### config.mk
export PLATFORM = sky130hd
export DESIGN_NAME = calsr_top
export DESIGN_NICKNAME = d
export VERILOG_FILES = /design/src/verilog/calsr_pkg.sv /design/src/verilog/calsr_errq.sv /design/src/verilog/calsr_cal_eng.sv /design/src/verilog/calsr_top.sv
export VERILOG_INCLUDE_DIRS = /design/src /design/src/verilog
export SDC_FILE = /design/constraint.sdc
export NUM_CORES = 1
export LEC_CHECK = 0
export BUFFER_PORTS_ARGS = -buffer_cell sky130_fd_sc_hd__buf_2
export CORE_UTILIZATION = 30
export CTS_CLUSTER_SIZE = 12
export DETAILED_ROUTE_END_ITERATION = 7
export GPL_TIMING_DRIVEN = 1
export PLACE_DENSITY = 0.53
export SLEW_MARGIN = 20
export SYNTH_ARGS = -nofsm -noshare
export SYNTH_HDL_FRONTEND = slang
export SYNTH_HIERARCHICAL = 1
export SYNTH_SLANG_ARGS = --single-unit
export TNS_END_PERCENT = 30
### constraint.sdc
create_clock -name pclk -period 6.8 [get_ports pclk]
set_clock_uncertainty 0.1 [all_clocks]
set_input_delay 1.36 -clock pclk [delete_from_list [all_inputs] [get_ports pclk]]
set_output_delay 1.36 -clock pclk [all_outputs]
set_load 0.03 [all_outputs]
### src/verilog/calsr_map.svh
`ifndef CALSR_MAP_SVH
`define CALSR_MAP_SVH

// ==========================================================
// register byte offsets
`define CALSR_OFF_CMD 8'h00
`define CALSR_OFF_ERR_RAISE 8'h04
`define CALSR_OFF_SRE 8'h08
`define CALSR_OFF_ESE 8'h0c
`define CALSR_OFF_STB 8'h10
`define CALSR_OFF_ESR 8'h14
`define CALSR_OFF_ERRQ 8'h18
`define CALSR_OFF_OUTQ 8'h1c
`define CALSR_OFF_STATUS 8'h20
`define CALSR_OFF_CTRL 8'h24
`define CALSR_OFF_AC_CONST 8'h28

// ==========================================================
// reset values
`define CALSR_SRE_RST 8'h00
`define CALSR_ESE_RST 8'h00
`define CALSR_ESR_RST 8'h00

// ==========================================================
// status byte and event register bit positions
`define CALSR_STB_ERROR_AVAILABLE_FLAG 2
`define CALSR_STB_MESSAGE_AVAILABLE_FLAG 4
`define CALSR_STB_EVENT_SUMMARY_FLAG 5
`define CALSR_STB_RQS 6
`define CALSR_ESR_OPC 0
`define CALSR_ESR_DDE 3
`define CALSR_ESR_EXE 4
`define CALSR_ESR_CME 5
`define CALSR_RQS_MASK 8'h40
`define CALSR_OPC_ONE 8'h31

// ==========================================================
// error codes, 16-bit two's complement
`define CALSR_ERR_NONE 16'h0000
`define CALSR_ERR_SYNTAX 16'hff9a
`define CALSR_ERR_HEADER 16'hff8f
`define CALSR_ERR_EXEC 16'hff38
`define CALSR_ERR_LOCKED 16'hff23
`define CALSR_ERR_PARAM 16'hff22
`define CALSR_ERR_NO_DATE 16'h01b6
`define CALSR_ERR_NO_NEXT 16'h01b7
`define CALSR_ERR_INCOMPLETE 16'h01b8

// ==========================================================
// error queue
`define CALSR_ERRQ_DEPTH 8
`define CALSR_ERRQ_FULL 4'h8

// ==========================================================
// timing
`define CALSR_CLK_NS 20
`define CALSR_AC_CAL_NS 50000
`define CALSR_STEP_NS 20000
`define CALSR_AC_CAL_CYC ((`CALSR_AC_CAL_NS + `CALSR_CLK_NS - 1) / `CALSR_CLK_NS)
`define CALSR_STEP_CYC ((`CALSR_STEP_NS + `CALSR_CLK_NS - 1) / `CALSR_CLK_NS)

`endif

### src/verilog/calsr_pkg.sv
`include "calsr_map.svh"

package calsr_pkg;

  // ==========================================================
  // command opcodes
  typedef enum logic [3:0] {
    op_none = 4'b0000,
    op_ac_self_calibrate = 4'b0001,
    op_cal_step = 4'b0010,
    op_cal_calc = 4'b0011,
    op_opc_query = 4'b0100,
    op_opc_cmd = 4'b0101,
    op_clear_status = 4'b0110,
    op_stb_query = 4'b0111,
    op_esr_query = 4'b1000
  } calsr_op_t;

  // ==========================================================
  // error kinds raised by the command parser
  typedef enum logic [2:0] {
    kind_none = 3'b000,
    kind_syntax = 3'b001,
    kind_header = 3'b010,
    kind_param = 3'b011,
    kind_no_date = 3'b100,
    kind_no_next_date = 3'b101,
    kind_incomplete = 3'b110
  } calsr_kind_t;

  typedef enum logic [1:0] {
    eng_idle = 2'b00,
    eng_ac = 2'b01,
    eng_step = 2'b10
  } calsr_eng_t;

  function automatic logic [15:0] calsr_kind_code(input calsr_kind_t k);
    case (k)
      kind_syntax: calsr_kind_code = `CALSR_ERR_SYNTAX;
      kind_header: calsr_kind_code = `CALSR_ERR_HEADER;
      kind_param: calsr_kind_code = `CALSR_ERR_PARAM;
      kind_no_date: calsr_kind_code = `CALSR_ERR_NO_DATE;
      kind_no_next_date: calsr_kind_code = `CALSR_ERR_NO_NEXT;
      kind_incomplete: calsr_kind_code = `CALSR_ERR_INCOMPLETE;
      default: calsr_kind_code = `CALSR_ERR_NONE;
    endcase
  endfunction

  // event bit that an error class sets: -1xx command, -2xx execution, +4xx device
  function automatic logic [7:0] calsr_err_esr(input logic [15:0] code);
    calsr_err_esr = 8'h00;
    if (!code[15]) begin
      calsr_err_esr[`CALSR_ESR_DDE] = 1'b1;
    end else if ($signed(code) > $signed(`CALSR_ERR_EXEC)) begin
      calsr_err_esr[`CALSR_ESR_CME] = 1'b1;
    end else begin
      calsr_err_esr[`CALSR_ESR_EXE] = 1'b1;
    end
  endfunction

endpackage

### src/verilog/calsr_errq.sv
`timescale 1ns/1ps
`include "calsr_map.svh"

module calsr_errq import calsr_pkg::*; (
  // clock and reset
  input wire logic pclk,
  input wire logic presetn,
  // control
  input wire logic push,
  input wire logic [15:0] push_code,
  input wire logic pop,
  input wire logic clr,
  // state
  output logic [15:0] head,
  output logic empty
);

  typedef struct packed {
    logic [`CALSR_ERRQ_DEPTH-1:0][15:0] mem;
    logic [2:0] wp;
    logic [2:0] rp;
    logic [3:0] cnt;
  } calsr_errq_state_t;

  calsr_errq_state_t q_reg;
  calsr_errq_state_t q_next;

  // ==========================================================
  // next state
  always_comb begin
    q_next = q_reg;
    if (clr) begin
      q_next.wp = 3'h0;
      q_next.rp = 3'h0;
      q_next.cnt = 4'h0;
    end else if (pop && q_reg.cnt != 4'h0) begin
      q_next.rp = q_reg.rp + 3'h1;
      q_next.cnt = q_reg.cnt - 4'h1;
    end
    // a full queue keeps its oldest entries and drops the newcomer
    if (push && q_next.cnt != `CALSR_ERRQ_FULL) begin
      q_next.mem[q_next.wp] = push_code;
      q_next.wp = q_next.wp + 3'h1;
      q_next.cnt = q_next.cnt + 4'h1;
    end
  end

  always_ff @(posedge pclk or negedge presetn) begin
    if (!presetn) begin
      q_reg <= '0;
    end else begin
      q_reg <= q_next;
    end
  end

  assign empty = (q_reg.cnt == 4'h0);
  assign head = empty ? `CALSR_ERR_NONE : q_reg.mem[q_reg.rp];

endmodule

### src/verilog/calsr_cal_eng.sv
`timescale 1ns/1ps
`include "calsr_map.svh"

module calsr_cal_eng import calsr_pkg::*; (
  // clock and reset
  input wire logic pclk,
  input wire logic presetn,
  // launch
  input wire logic start_ac,
  input wire logic start_step,
  // state
  output logic busy,
  output logic done,
  output logic [15:0] ac_const,
  output logic ac_valid
);

  typedef struct packed {
    calsr_eng_t mode;
    logic [11:0] cnt;
    logic [15:0] lfsr;
    logic [15:0] ac_const;
    logic ac_valid;
    logic done;
  } calsr_eng_state_t;

  localparam logic [11:0] AC_LAST = 12'(`CALSR_AC_CAL_CYC - 1);
  localparam logic [11:0] STEP_LAST = 12'(`CALSR_STEP_CYC - 1);

  calsr_eng_state_t e_reg;
  calsr_eng_state_t e_next;

  // ==========================================================
  // next state
  always_comb begin
    e_next = e_reg;
    e_next.done = 1'b0;
    // stands in for the internal reference measurement
    e_next.lfsr = {e_reg.lfsr[14:0], e_reg.lfsr[15] ^ e_reg.lfsr[13] ^ e_reg.lfsr[12]
                   ^ e_reg.lfsr[10] ^ 1'b1};
    case (e_reg.mode)
      eng_idle: begin
        if (start_ac) begin
          e_next.mode = eng_ac;
          e_next.cnt = AC_LAST;
        end else if (start_step) begin
          e_next.mode = eng_step;
          e_next.cnt = STEP_LAST;
        end
      end
      eng_ac, eng_step: begin
        if (e_reg.cnt == 12'h000) begin
          e_next.done = 1'b1;
          e_next.mode = eng_idle;
          if (e_reg.mode == eng_ac) begin
            // volatile only: lost at reset, never written to lasting storage
            e_next.ac_const = e_reg.lfsr;
            e_next.ac_valid = 1'b1;
          end
        end else begin
          e_next.cnt = e_reg.cnt - 12'h001;
        end
      end
      default: begin
        e_next.mode = eng_idle;
      end
    endcase
  end

  always_ff @(posedge pclk or negedge presetn) begin
    if (!presetn) begin
      e_reg <= '0;
    end else begin
      e_reg <= e_next;
    end
  end

  assign busy = (e_reg.mode != eng_idle);
  assign done = e_reg.done;
  assign ac_const = e_reg.ac_const;
  assign ac_valid = e_reg.ac_valid;

endmodule

### src/verilog/calsr_top.sv
// Overview of operation
// - AC self-calibrate keeps constants volatile only
// - calibration errors enter error queue while it holds fewer than 8
// - error available flag while queue nonempty
// - error read returns and removes oldest entry
// - enable value 4 raises service request
// - completion query answers ASCII one
// - message available flag while response waits
// - event enable 1 routes completion
// - event summary flag from enabled events
// - appended completion command records event
// - event register read returns and clears
// - clear-status empties queue and events
// - codes 0, -102, -113, -222
// - codes -200 sequence, -221 locked
// - codes +438, +439, +440
// - status byte by query and poll
//
// Our own choices: the register addresses and the APB slave port.
`timescale 1ns/1ps
`include "calsr_map.svh"

module calsr_top import calsr_pkg::*; (
  // clock and reset
  input wire logic pclk,
  input wire logic presetn,
  // apb slave
  input wire logic psel,
  input wire logic penable,
  input wire logic pwrite,
  input wire logic [7:0] paddr,
  input wire logic [31:0] pwdata,
  output logic [31:0] prdata,
  output logic pready,
  output logic pslverr,
  // bus side pins
  input wire logic spoll_req_pin,
  output logic srq,
  output logic [7:0] spoll_byte,
  output logic spoll_strobe
);

  typedef struct packed {
    logic pready;
    logic pslverr;
    logic [31:0] prdata;
    logic [7:0] sre;
    logic [7:0] ese;
    logic [7:0] esr;
    logic [7:0] outq;
    logic message_available_flag;
    logic opcq_pend;
    logic opc_pend;
    logic cal_lock;
    logic steps_done;
    logic srq;
    logic sp_meta;
    logic sp_sync;
    logic sp_prev;
    logic [7:0] spoll_byte;
    logic spoll_strobe;
  } calsr_top_state_t;

  calsr_top_state_t r_reg;
  calsr_top_state_t r_next;

  // submodule wires
  logic eq_push;
  logic [15:0] eq_code;
  logic eq_pop;
  logic eq_clr;
  logic [15:0] eq_head;
  logic eq_empty;
  logic start_ac;
  logic start_step;
  logic eng_busy;
  logic [15:0] ac_const;
  logic ac_valid;

  // ==========================================================
  // status byte assembly, shared by register read, query and poll
  function automatic logic [7:0] build_stb(input logic err_avail, input logic msg_avail,
                                           input logic evt_sum, input logic rqs);
    build_stb = 8'h00;
    build_stb[`CALSR_STB_ERROR_AVAILABLE_FLAG] = err_avail;
    build_stb[`CALSR_STB_MESSAGE_AVAILABLE_FLAG] = msg_avail;
    build_stb[`CALSR_STB_EVENT_SUMMARY_FLAG] = evt_sum;
    build_stb[`CALSR_STB_RQS] = rqs;
  endfunction

  // ==========================================================
  // submodules
  calsr_errq u_errq (
    .pclk(pclk),
    .presetn(presetn),
    .push(eq_push),
    .push_code(eq_code),
    .pop(eq_pop),
    .clr(eq_clr),
    .head(eq_head),
    .empty(eq_empty)
  );

  calsr_cal_eng u_eng (
    .pclk(pclk),
    .presetn(presetn),
    .start_ac(start_ac),
    .start_step(start_step),
    .busy(eng_busy),
    .done(),
    .ac_const(ac_const),
    .ac_valid(ac_valid)
  );

  // ==========================================================
  // next state
  always_comb begin
    logic setup;
    logic acc_wr;
    logic acc_rd;
    logic event_summary_flag;
    logic [7:0] stb_cur;
    logic [7:0] esr_set;
    logic esr_clr;
    logic put;
    logic [7:0] put_val;
    logic take;
    logic raise;
    logic [15:0] raise_code;
    calsr_op_t op;

    setup = 1'b0;
    acc_wr = 1'b0;
    acc_rd = 1'b0;
    event_summary_flag = 1'b0;
    stb_cur = 8'h00;
    esr_set = 8'h00;
    esr_clr = 1'b0;
    put = 1'b0;
    put_val = 8'h00;
    take = 1'b0;
    raise = 1'b0;
    raise_code = `CALSR_ERR_NONE;
    op = calsr_op_t'(pwdata[3:0]);
    r_next = r_reg;
    eq_pop = 1'b0;
    eq_clr = 1'b0;
    start_ac = 1'b0;
    start_step = 1'b0;

    event_summary_flag = |(r_reg.esr & r_reg.ese);
    stb_cur = build_stb(!eq_empty, r_reg.message_available_flag, event_summary_flag,
                        r_reg.srq);

    // no wait state: ready and read data leave flip-flops loaded in the setup cycle
    setup = psel && !penable && !r_reg.pready;
    r_next.pready = psel && !r_reg.pready;
    acc_wr = psel && penable && r_reg.pready && pwrite && !r_reg.pslverr;
    acc_rd = psel && penable && r_reg.pready && !pwrite && !r_reg.pslverr;

    // ========================================================
    // address decode in the setup cycle
    if (setup) begin
      r_next.pslverr = 1'b0;
      r_next.prdata = 32'h0000_0000;
      case (paddr)
        `CALSR_OFF_CMD, `CALSR_OFF_ERR_RAISE: r_next.prdata = 32'h0000_0000;
        `CALSR_OFF_SRE: r_next.prdata = {24'h00_0000, r_reg.sre};
        `CALSR_OFF_ESE: r_next.prdata = {24'h00_0000, r_reg.ese};
        `CALSR_OFF_STB: r_next.prdata = {24'h00_0000, stb_cur};
        `CALSR_OFF_ESR: r_next.prdata = {24'h00_0000, r_reg.esr};
        `CALSR_OFF_ERRQ: r_next.prdata = {{16{eq_head[15]}}, eq_head};
        `CALSR_OFF_OUTQ: r_next.prdata = {24'h00_0000, r_reg.outq};
        `CALSR_OFF_STATUS: begin
          r_next.prdata = {28'h000_0000, r_reg.steps_done, r_reg.cal_lock,
                           ac_valid, eng_busy};
        end
        `CALSR_OFF_CTRL: r_next.prdata = {31'h0000_0000, r_reg.cal_lock};
        `CALSR_OFF_AC_CONST: r_next.prdata = {16'h0000, ac_const};
        default: r_next.pslverr = 1'b1;
      endcase
    end else if (!psel) begin
      r_next.pslverr = 1'b0;
    end

    // ========================================================
    // read side effects at the completing edge
    if (acc_rd) begin
      case (paddr)
        `CALSR_OFF_ERRQ: eq_pop = 1'b1;
        `CALSR_OFF_ESR: esr_clr = 1'b1;
        `CALSR_OFF_OUTQ: take = 1'b1;
        default: ;
      endcase
    end

    // ========================================================
    // writes and commands
    if (acc_wr) begin
      case (paddr)
        `CALSR_OFF_CMD: begin
          case (op)
            op_none: ;
            op_ac_self_calibrate: begin
              if (eng_busy) begin
                // a command while the engine runs, AC or step, breaks the expected sequence
                raise = 1'b1;
                raise_code = `CALSR_ERR_EXEC;
              end else begin
                start_ac = 1'b1;
              end
            end
            op_cal_step: begin
              if (r_reg.cal_lock) begin
                raise = 1'b1;
                raise_code = `CALSR_ERR_LOCKED;
              end else if (eng_busy) begin
                raise = 1'b1;
                raise_code = `CALSR_ERR_EXEC;
              end else begin
                start_step = 1'b1;
                r_next.steps_done = 1'b1;
              end
            end
            op_cal_calc: begin
              if (r_reg.cal_lock) begin
                raise = 1'b1;
                raise_code = `CALSR_ERR_LOCKED;
              end else if (eng_busy) begin
                raise = 1'b1;
                raise_code = `CALSR_ERR_EXEC;
              end else if (!r_reg.steps_done) begin
                raise = 1'b1;
                raise_code = `CALSR_ERR_INCOMPLETE;
              end else begin
                r_next.steps_done = 1'b0;
              end
            end
            op_opc_query: r_next.opcq_pend = 1'b1;
            op_opc_cmd: r_next.opc_pend = 1'b1;
            op_clear_status: begin
              esr_clr = 1'b1;
              eq_clr = 1'b1;
              r_next.opc_pend = 1'b0;
              r_next.opcq_pend = 1'b0;
            end
            op_stb_query: begin
              put = 1'b1;
              put_val = stb_cur;
            end
            op_esr_query: begin
              put = 1'b1;
              put_val = r_reg.esr;
              esr_clr = 1'b1;
            end
            default: begin
              raise = 1'b1;
              raise_code = `CALSR_ERR_HEADER;
            end
          endcase
        end
        `CALSR_OFF_ERR_RAISE: begin
          raise_code = calsr_kind_code(calsr_kind_t'(pwdata[2:0]));
          raise = (raise_code != `CALSR_ERR_NONE);
        end
        // the request bit of the status byte is not maskable
        `CALSR_OFF_SRE: r_next.sre = pwdata[7:0] & ~`CALSR_RQS_MASK;
        `CALSR_OFF_ESE: r_next.ese = pwdata[7:0];
        `CALSR_OFF_CTRL: r_next.cal_lock = pwdata[0];
        default: begin
        end
      endcase
    end

    // ========================================================
    // completion reporting: only once the engine is truly idle
    if (!eng_busy && !start_ac && !start_step) begin
      if (r_reg.opcq_pend && !put) begin
        put = 1'b1;
        put_val = `CALSR_OPC_ONE;
        r_next.opcq_pend = 1'b0;
      end
      if (r_reg.opc_pend) begin
        esr_set[`CALSR_ESR_OPC] = 1'b1;
        r_next.opc_pend = 1'b0;
      end
    end

    // ========================================================
    // errors, event register and output queue; sets win over clears
    eq_push = raise;
    eq_code = raise_code;
    if (raise) begin
      esr_set = esr_set | calsr_err_esr(raise_code);
    end
    r_next.esr = (esr_clr ? `CALSR_ESR_RST : r_reg.esr) | esr_set;
    if (take) begin
      r_next.message_available_flag = 1'b0;
    end
    if (put) begin
      r_next.outq = put_val;
      r_next.message_available_flag = 1'b1;
    end

    // request follows enabled flags, so it drops when they clear
    r_next.srq = |(stb_cur & r_reg.sre & ~`CALSR_RQS_MASK);

    // ========================================================
    // serial poll; only the second stage feeds the edge detect
    r_next.sp_meta = spoll_req_pin;
    r_next.sp_sync = r_reg.sp_meta;
    r_next.sp_prev = r_reg.sp_sync;
    r_next.spoll_strobe = r_reg.sp_sync && !r_reg.sp_prev;
    if (r_reg.sp_sync && !r_reg.sp_prev) begin
      r_next.spoll_byte = stb_cur;
    end
  end

  always_ff @(posedge pclk or negedge presetn) begin
    if (!presetn) begin
      r_reg <= '0;
    end else begin
      r_reg <= r_next;
    end
  end

  // ==========================================================
  // outputs
  assign prdata = r_reg.prdata;
  assign pready = r_reg.pready;
  assign pslverr = r_reg.pslverr;
  assign srq = r_reg.srq;
  assign spoll_byte = r_reg.spoll_byte;
  assign spoll_strobe = r_reg.spoll_strobe;

endmodule

==> reports/qor.csv, run 1 <==
stage,metric,value,unit
global_routing,GRT overflow,0,
clocking,"CTS clk-pin slew, worst paths",0.06,ns
drt,violation count after the first detailed-route iteration,519,
worst_setup_path,Startpoint Class,input port,
cells_and_area,Fillers,4036,
cells_and_area,number of flip-flops in the largest register,138,
drt,DRT antenna net count,0,
worst_setup_path,reg-to-reg startpoint,u_errq/q_reg[0],
status,status,finished clean,
logic_synthesis,Synthesis Warnings,6,
floorplanning,Die Width,206,µm
clocking,clock sinks,243,
clocking,TritonCTS buffer count,29,
timing,Worst slew margin,34.1,%
timing,Pins Over Slew Limit,0,
cells_and_area,Final Non-Filler Cells,1557,
floorplanning,core area,40900,µm²
timing,Final Cycle Share,74.9,%
cells_and_area,Final Util,34.0,%
pwr,cell area power density,223,nW/µm²
drt,vias per cell,5.08,
worst_setup_path,R2R Setup Slk,2.26,ns
timing,RSZ-0062 raised after global routing,false,
worst_setup_path,Critical Path End,u_errq/q_reg[30],
global_routing,number of global-route vias before repair,8002,
clocking,hold buffer count at cts,0,
flow_run,MaxCap Viol Count,0,
logic_synthesis,Mapped Cells,992,
global_routing,first-pass GRT wire length,46800,µm
global_routing,largest net degree at the start of global routing,150,
worst_hold_path,hold crit path type,flip-flop to flip-flop,
floorplanning,row cnt,74,
placement,placed insts,1504,
drt,Routed WL,29900,µm
timing,Worst Max-Slew Pin Slew,0.987,ns
global_routing,antenna violations before repair,3,
worst_setup_path,Worst Reg-to-Reg Cells,12,
clocking,depth of the CTS H-tree,1,
worst_setup_path,CP Capture Type,flip-flop,
placement,number of port buffers,61,
pwr,leakage power,6.27,nW
clocking,worst skew pair latency,0.55,ns
worst_setup_path,worst setup path start,paddr[1],
timing,# setup viols final,0,
cells_and_area,share of layout cells above drive strength 1,35.3,%
clocking,number of gates resized after cts,0,
timing,Period minus WS final,5.10,ns
worst_setup_path,reg2reg end,u_errq/q_reg[30],
placement,post-detail-place hpwl,19400,µm
floorplanning,die area,42400,µm²
timing,FMAX,196,MHz
global_routing,GRT Total Usage,14.1,%
drt,drc violations,0,
pwr,VDD IR max,216,µV
drt,routed length per instance,19.2,µm
clocking,CTS root buf,clkbuf_16,
cells_and_area,Area Growth Syn to Fin,11.4,%
pwr,Tot Pwr,3.10,mW
clocking,CTS tree,done,
cells_and_area,antenna cells,0,
worst_setup_path,Critical Path RT,7.13,ns
floorplanning,Die Height,206,µm
floorplanning,# IOs,90,
placement,routability cong.,0.807,
floorplanning,Initial Utilization,30.5,%
clocking,Post-CTS Setup Bufs,0,
clocking,maximum clock insertion buffer count,3,
worst_setup_path,Crit Path Max Fanout,16,
drt,1st-pass router iterations,5,
timing,"Hold Vio Cnt, Final",0,
worst_setup_path,critical path class,input port to flip-flop,
logic_synthesis,synthesized area per cell,12.6,µm²
timing,setup TNS,0,ns
drt,vias post-DR,7916,
worst_setup_path,Crit path arrival time,5.43,ns
cells_and_area,nets@finish,1058,
logic_synthesis,area of the mapped netlist,12500,µm²
timing,hold_ws,0.249,ns
## worst min path at each step
| stage | from | to | slack [ns] | depth (start not counted) |
|---|---|---|---|---|
| 6_report | r_next[10] | r_next[9] | 0.25 | 0 |
| 5_1_grt | r_next[10] | r_next[9] | 0.25 | 0 |
| 4_1_cts | r_next[10] | r_next[9] | 0.25 | 0 |
| 3_5_place_dp | r_next[10] | r_next[9] | 0.24 | 0 |
| 3_3_place_gp | r_next[10] | r_next[9] | 0.24 | 0 |
| 2_1_floorplan | r_next[10] | r_next[9] | 0.23 | 0 |
## metal layers
layer	wire length, µm	up-vias	track usage, %
met4	552	4	3.07
met2	13800	145	22.5
met5	27	-	0
li1	-	3614	-
met3	1290	49	2.54
met1	14200	4104	19.9
## critical path: stages
cell	delay, ns
buf_2	0.16
nor4_4	0.61
nand4_1	0.39
or3_1	0.47
nor3b_2	0.28
a311oi_1	0.13
inv_1	0.09
ha_1	0.15
or4b_1	0.51
mux2i_4	0.37
a2111o_1	0.21
buf_4	0.32
mux2_2	0.38
## through the flow
stage	area [µm²]	worst slack [ns]
floorplan	12500	1.42
global placement	12900	1.19
detailed placement	12900	1.19
CTS	13900	1.77
global route	13900	1.49
finish	13900	1.70
## where the power goes
group	switching, mW	internal [mW]	leakage [nW]
clock	0.626	0.935	0.474
sequential	0.00216	1.45	3.30
combinational	0.0704	0.0198	2.50
## placed cells by master (no fill, tap or decap), types with 6 or more instances in the layout
cell	count
inv_1	22
xnor2_1	7
mux2_2	143
mux4_2	32
a2bb2oi_1	6
clkbuf_16	29
conb_1	12
dfrtp_1	242
nor3b_1	6
a22oi_1	20
buf_4	16
or3_1	7
mux2_4	20
o21ai_0	37
nor2b_1	9
nor3_1	11
nand2b_1	10
clkbuf_8	7
a21oi_1	20
buf_2	60
nor2_1	47
nand3_1	12
ha_1	9
nand2_1	47
mux2i_1	26
a22o_1	13
## area by class of cell
cell class	instances	area (µm²)	area share [%]
Sequential cell	243	6080	43.7
Multi-Input combinational cell	627	5640	40.6
Clock buffer	40	837	6.02
Tap cell	532	666	4.79
Timing Repair Buffer	78	455	3.28
Clock inverter	13	134	0.963
Inverter	24	90.1	0.648
(Power assumes the default switching activity.)
==> inputs of run 2 (changes only) <==
Settings changed: ABC_AREA from default to 1.
Clock period 6.8 ns to 5.2 ns, I/O delays scaled along.
==> reports/qor.csv, run 2 <==
stage,metric,value,unit
global_routing,antenna violations before repair,0,
clocking,"CTS clk-pin slew, worst paths",0.06,ns
worst_hold_path,hold crit path type,flip-flop to flip-flop,
cells_and_area,Area Growth Syn to Fin,10.7,%
clocking,depth of the CTS H-tree,1,
worst_setup_path,Crit Path Max Fanout,27,
global_routing,GRT overflow,0,
pwr,cell area power density,284,nW/µm²
worst_hold_path,HP Start,r_next[10],
timing,setup TNS,0,ns
drt,violation count after the first detailed-route iteration,1073,
placement,placed insts,2251,
clocking,maximum clock insertion buffer count,3,
cells_and_area,number of flip-flops in the largest register,138,
timing,Worst Max-Slew Pin Slew,1.16,ns
flow_run,MaxCap Viol Count,0,
floorplanning,Initial Utilization,30.5,%
timing,Final Cycle Share,75.4,%
worst_setup_path,reg-to-reg startpoint,u_errq/q_reg[0],
timing,Pins Over Slew Limit,0,
drt,vias per cell,5.01,
worst_setup_path,critical path class,input port to flip-flop,
clocking,number of gates resized after cts,0,
worst_setup_path,Critical Path RT,5.54,ns
cells_and_area,share of layout cells above drive strength 1,12.2,%
status,status,finished clean,
clocking,clock sinks,243,
clocking,CTS tree,done,
timing,# setup viols final,0,
logic_synthesis,area of the mapped netlist,13200,µm²
pwr,VDD IR max,243,µV
global_routing,largest net degree at the start of global routing,97,
worst_setup_path,CP Capture Type,flip-flop,
cells_and_area,Final Non-Filler Cells,2305,
drt,routed length per instance,16.7,µm
cells_and_area,"commonest non-fill, non-tap cells in the layout","nand2_1 (587), dfrtp_1 (241), nor2_1 (207)",
timing,RSZ-0062 raised after global routing,false,
pwr,Switch Pwr,0.943,mW
cells_and_area,antenna cells,0,
worst_setup_path,Startpoint Class,input port,
floorplanning,# IOs,90,
floorplanning,die area,44800,µm²
logic_synthesis,Synthesis Warnings,6,
logic_synthesis,Mapped Cells,1732,
cells_and_area,Fillers,4621,
floorplanning,Die Width,212,µm
placement,number of port buffers,61,
pwr,Comb power frac,3.4,%
pwr,Seq pwr share,45.8,%
floorplanning,core area,43300,µm²
drt,vias post-DR,11500,
cells_and_area,nets@finish,1753,
logic_synthesis,synthesized area per cell,7.62,µm²
drt,drc violations,0,
pwr,leakage power,7.48,nW
clocking,Post-CTS Setup Bufs,0,
timing,FMAX,255,MHz
pwr,internal power,3.21,mW
global_routing,GRT Total Usage,17.6,%
floorplanning,row cnt,76,
placement,post-detail-place hpwl,25000,µm
drt,Routed WL,38600,µm
clocking,TritonCTS buffer count,30,
timing,Worst slew margin,22.3,%
global_routing,number of global-route vias before repair,10900,
floorplanning,Die Height,212,µm
pwr,Switching Fraction,22.7,%
timing,Period minus WS final,3.92,ns
clocking,CTS root buf,clkbuf_16,
clocking,worst skew pair latency,0.56,ns
worst_setup_path,Crit path arrival time,4.26,ns
drt,1st-pass router iterations,5,
clocking,hold buffer count at cts,0,
placement,routability cong.,0.908,
drt,DRT antenna net count,0,
cells_and_area,"commonest non-fill, non-tap cell in the layout",nand2_1,
pwr,Clk pwr share,50.8,%
global_routing,first-pass GRT wire length,62300,µm
worst_setup_path,worst setup path start,paddr[0],
timing,"Hold Vio Cnt, Final",0,
[run 2: final timing paths]
kind / endpoint / slack (ns) / cells past startpoint
setup / recovery: u_errq/q_reg[109] / 1.28 / 18
min in group asynchronous: u_errq/q_reg[38] / 0.40 / 1
max in group asynchronous: u_errq/q_reg[86] / 3.54 / 2
setup reg to reg: u_errq/q_reg[109] / 1.46 / 13
hold / removal: r_next[9] / 0.27 / 0
hold reg to reg: r_next[9] / 0.27 / 0
[run 2: routing by layer]
layer	routed length, µm	track usage (%)	part of all wire [%]	vias up
met5	0	0	0	-
met2	17100	27.0	44	382
met1	18000	25.6	47	5548
li1	-	-	-	5551
met4	1020	5.60	2.6	0
met3	2400	2.06	6.2	56
[run 2: worst max-delay path, cell delays in order]
cell and delay [ns]:
buf_2 0.10, inv_1 0.04, nand2_1 0.08, nor2_1 0.15, nand2_1 0.16, nor2_2 0.15
inv_1 0.09, nor2_1 0.47, a21oi_1 0.14, nor2_1 0.33, inv_1 0.10, ha_1 0.20
inv_1 0.06, nor2_2 0.05, nand3_4 0.28, nand3_2 0.49, nand2_1 0.21, nand2_1 0.07
[run 2: through the flow]
stage	area, µm²	hold WS (ns)	util, %	worst slack (ns)	power, mW
floorplan	13200	0.231	-	1.64	2.01
global placement	13600	0.238	31.4	0.795	2.08
detailed placement	13600	0.247	31.4	0.727	2.08
CTS	14600	0.273	33.8	1.31	4.20
global route	14600	0.278	33.8	0.898	4.30
finish	14600	0.270	33.8	1.28	4.15
[run 2: power groups by stage]
| stage | logic (mW) | registers, mW | clock network, mW |
|---|---|---|---|
| final | 0.140 | 1.90 | 2.11 |
| after CTS | 0.143 | 1.90 | 2.16 |
| after floorplan | 0.0695 | 1.94 | 0 |
| after detailed placement | 0.143 | 1.93 | 0 |
| after global routing | 0.159 | 1.90 | 2.24 |
| after global placement | 0.143 | 1.93 | 0 |
[run 2: area by class of cell]
cell class / instances / area (µm²) / share of cell area (%)
Sequential cell: 243 / 6080 / 41.6
Timing Repair Buffer: 92 / 573 / 3.92
Multi-Input combinational cell: 1245 / 5890 / 40.3
Inverter: 86 / 325 / 2.23
Clock buffer: 42 / 887 / 6.07
Clock inverter: 12 / 120 / 0.822
Tap cell: 585 / 732 / 5.01
==> inputs of run 3 (changes only) <==
Clock period 5.2 ns to 3.7 ns, I/O delays scaled along.
==> reports/qor.csv, run 3 (same netlist as run 2, synthesis figures left out) <==
stage,metric,value,unit
worst_setup_path,cells along the critical path,nand2_2 -> nor3_4 -> nand2_2 -> nor2_2 -> nand2_1 -> inv_1 -> inv_2 -> nand2_1 -> nor2_1 -> inv_1 -> ha_1 -> inv_1 -> nor2_2 -> nand3_4 -> buf_12 -> nand3_2 -> nand2_1 -> nand2_1,
global_routing,GRT overflow,0,
floorplanning,die area,44800,µm²
clocking,clock sinks,243,
global_routing,antenna violations before repair,0,
cells_and_area,share of layout cells above drive strength 1,12.8,%
worst_setup_path,R2R Setup Slk,0.39,ns
drt,vias per cell,4.98,
worst_setup_path,worst setup path start,pready,
worst_setup_path,reg2reg end,u_errq/q_reg[96],
worst_setup_path,reg-to-reg startpoint,pready,
timing,FMAX,303,MHz
floorplanning,Initial Utilization,30.5,%
global_routing,GRT Total Usage,17.7,%
clocking,worst skew pair latency,0.57,ns
status,status,finished clean,
placement,routability cong.,0.895,
drt,met2 wire len,17000,µm
worst_setup_path,critical path class,flip-flop to flip-flop,
drt,met1 wire length,19000,µm
drt,routed length per instance,16.8,µm
placement,number of port buffers,61,
worst_setup_path,CP Capture Type,flip-flop,
timing,Pins Over Slew Limit,0,
drt,1st-pass router iterations,5,
global_routing,largest net degree at the start of global routing,90,
drt,drc violations,0,
worst_setup_path,Worst Reg-to-Reg Cells,18,
clocking,CTS root buf,clkbuf_16,
global_routing,number of global-route vias before repair,11000,
placement,post-detail-place hpwl,25500,µm
worst_setup_path,Crit Path Max Fanout,76,
timing,RSZ-0062 raised after global routing,false,
cells_and_area,number of flip-flops in the largest register,138,
worst_setup_path,critical path's top delay family,simple AND/OR/NAND/NOR gates,
global_routing,first-pass GRT wire length,62900,µm
timing,Worst Max-Slew Pin Slew,0.861,ns
clocking,number of gates resized after cts,0,
timing,Worst slew margin,42.6,%
cells_and_area,"commonest non-fill, non-tap cells in the layout","nand2_1 (587), dfrtp_1 (241), nor2_1 (207)",
cells_and_area,nets@finish,1773,
drt,vias post-DR,11600,
floorplanning,core area,43300,µm²
timing,"Hold Vio Cnt, Final",0,
floorplanning,Die Height,212,µm
floorplanning,Die Width,212,µm
cells_and_area,"commonest non-fill, non-tap cell in the layout",nand2_1,
placement,Placed Area,13800,µm²
pwr,Tot Pwr,5.54,mW
drt,violation count after the first detailed-route iteration,919,
worst_hold_path,hold crit path type,input port to asynchronous set/reset pin,
cells_and_area,antenna cells,0,
drt,Top Metal Used,met4,
pwr,VDD IR max,355,µV
cells_and_area,multi-input logic area,5890,µm²
timing,# setup viols final,0,
clocking,CTS tree,done,
pwr,leakage power,7.54,nW
worst_setup_path,Startpoint Class,flip-flop,
worst_setup_path,"slowest stage delay, CP",0.44,ns
clocking,maximum clock insertion buffer count,3,
worst_setup_path,Most common cell on crit path,nand2_1,
floorplanning,row cnt,76,
floorplanning,# IOs,90,
cells_and_area,Fillers,4558,
clocking,Post-CTS Setup Bufs,0,
worst_setup_path,Critical Path RT,4.04,ns
pwr,cell area power density,376,nW/µm²
drt,Routed WL,39000,µm
clocking,"CTS clk-pin slew, worst paths",0.06,ns
clocking,depth of the CTS H-tree,1,
drt,DRT antenna net count,0,
flow_run,MaxCap Viol Count,0,
clocking,hold buffer count at cts,0,
cells_and_area,Area Growth Syn to Fin,11.5,%
timing,Period minus WS final,3.31,ns
worst_setup_path,Buf/Inv on CP,5,
drt,metal3 WL,2150,µm
clocking,TritonCTS buffer count,28,
timing,Final Cycle Share,89.3,%
cells_and_area,Reg area,6080,µm²
cells_and_area,final instance area,14700,µm²
worst_setup_path,Worst path slowest cell,dfrtp_1,
worst_setup_path,Crit path arrival time,3.64,ns
-- run 3: metal layers --
layer / global-route usage [%] / vias up
met4: 4.90 / 0
met3: 2.31 / 54
li1: - / 5593
met5: 0 / -
met2: 26.9 / 307
met1: 26.2 / 5606
-- run 3: where the power goes --
part           leakage, nW  internal (mW)  switching, mW  total [mW]
clock                0.429           1.53           1.13        2.66
combinational         3.82         0.0467          0.158       0.205
sequential            3.28           2.67        0.00737        2.67
-- run 3: area by class of cell --
class                      instances  area share, %
multi-input combinational       1245           40.1
timing repair buffer             114           5.44
sequential                       243           41.4
inverter                          86           2.21
tap                              585           4.98
clock buffer                      41           5.57
clock inverter                     7          0.383
-- run 3: worst max-delay path by stage --
stage                                    to  slack (ns)  cells past startpoint
after floorplan            u_errq/q_reg[15]        0.44                     19
after global placement     u_errq/q_reg[99]       -0.16                     20
after detailed placement  u_errq/q_reg[121]       -0.18                     19
after CTS                  u_errq/q_reg[96]        0.33                     15
after global routing       u_errq/q_reg[75]        0.09                     16
final                      u_errq/q_reg[96]        0.39                     18
-- run 3: stage by stage --
stage                     instances  worst slack [ns]  TNS, ns  util (%)  hold WS (ns)
after floorplan                1736             0.440        0         -         0.231
after global placement         2273            -0.162    -7.61      32.0         0.244
after detailed placement       2273            -0.176    -9.03      32.0         0.242
after CTS                      2321             0.330        0      34.0         0.132
after global routing           2321            0.0946        0      34.0         0.167
final                          2321             0.394        0      34.0        0.0962
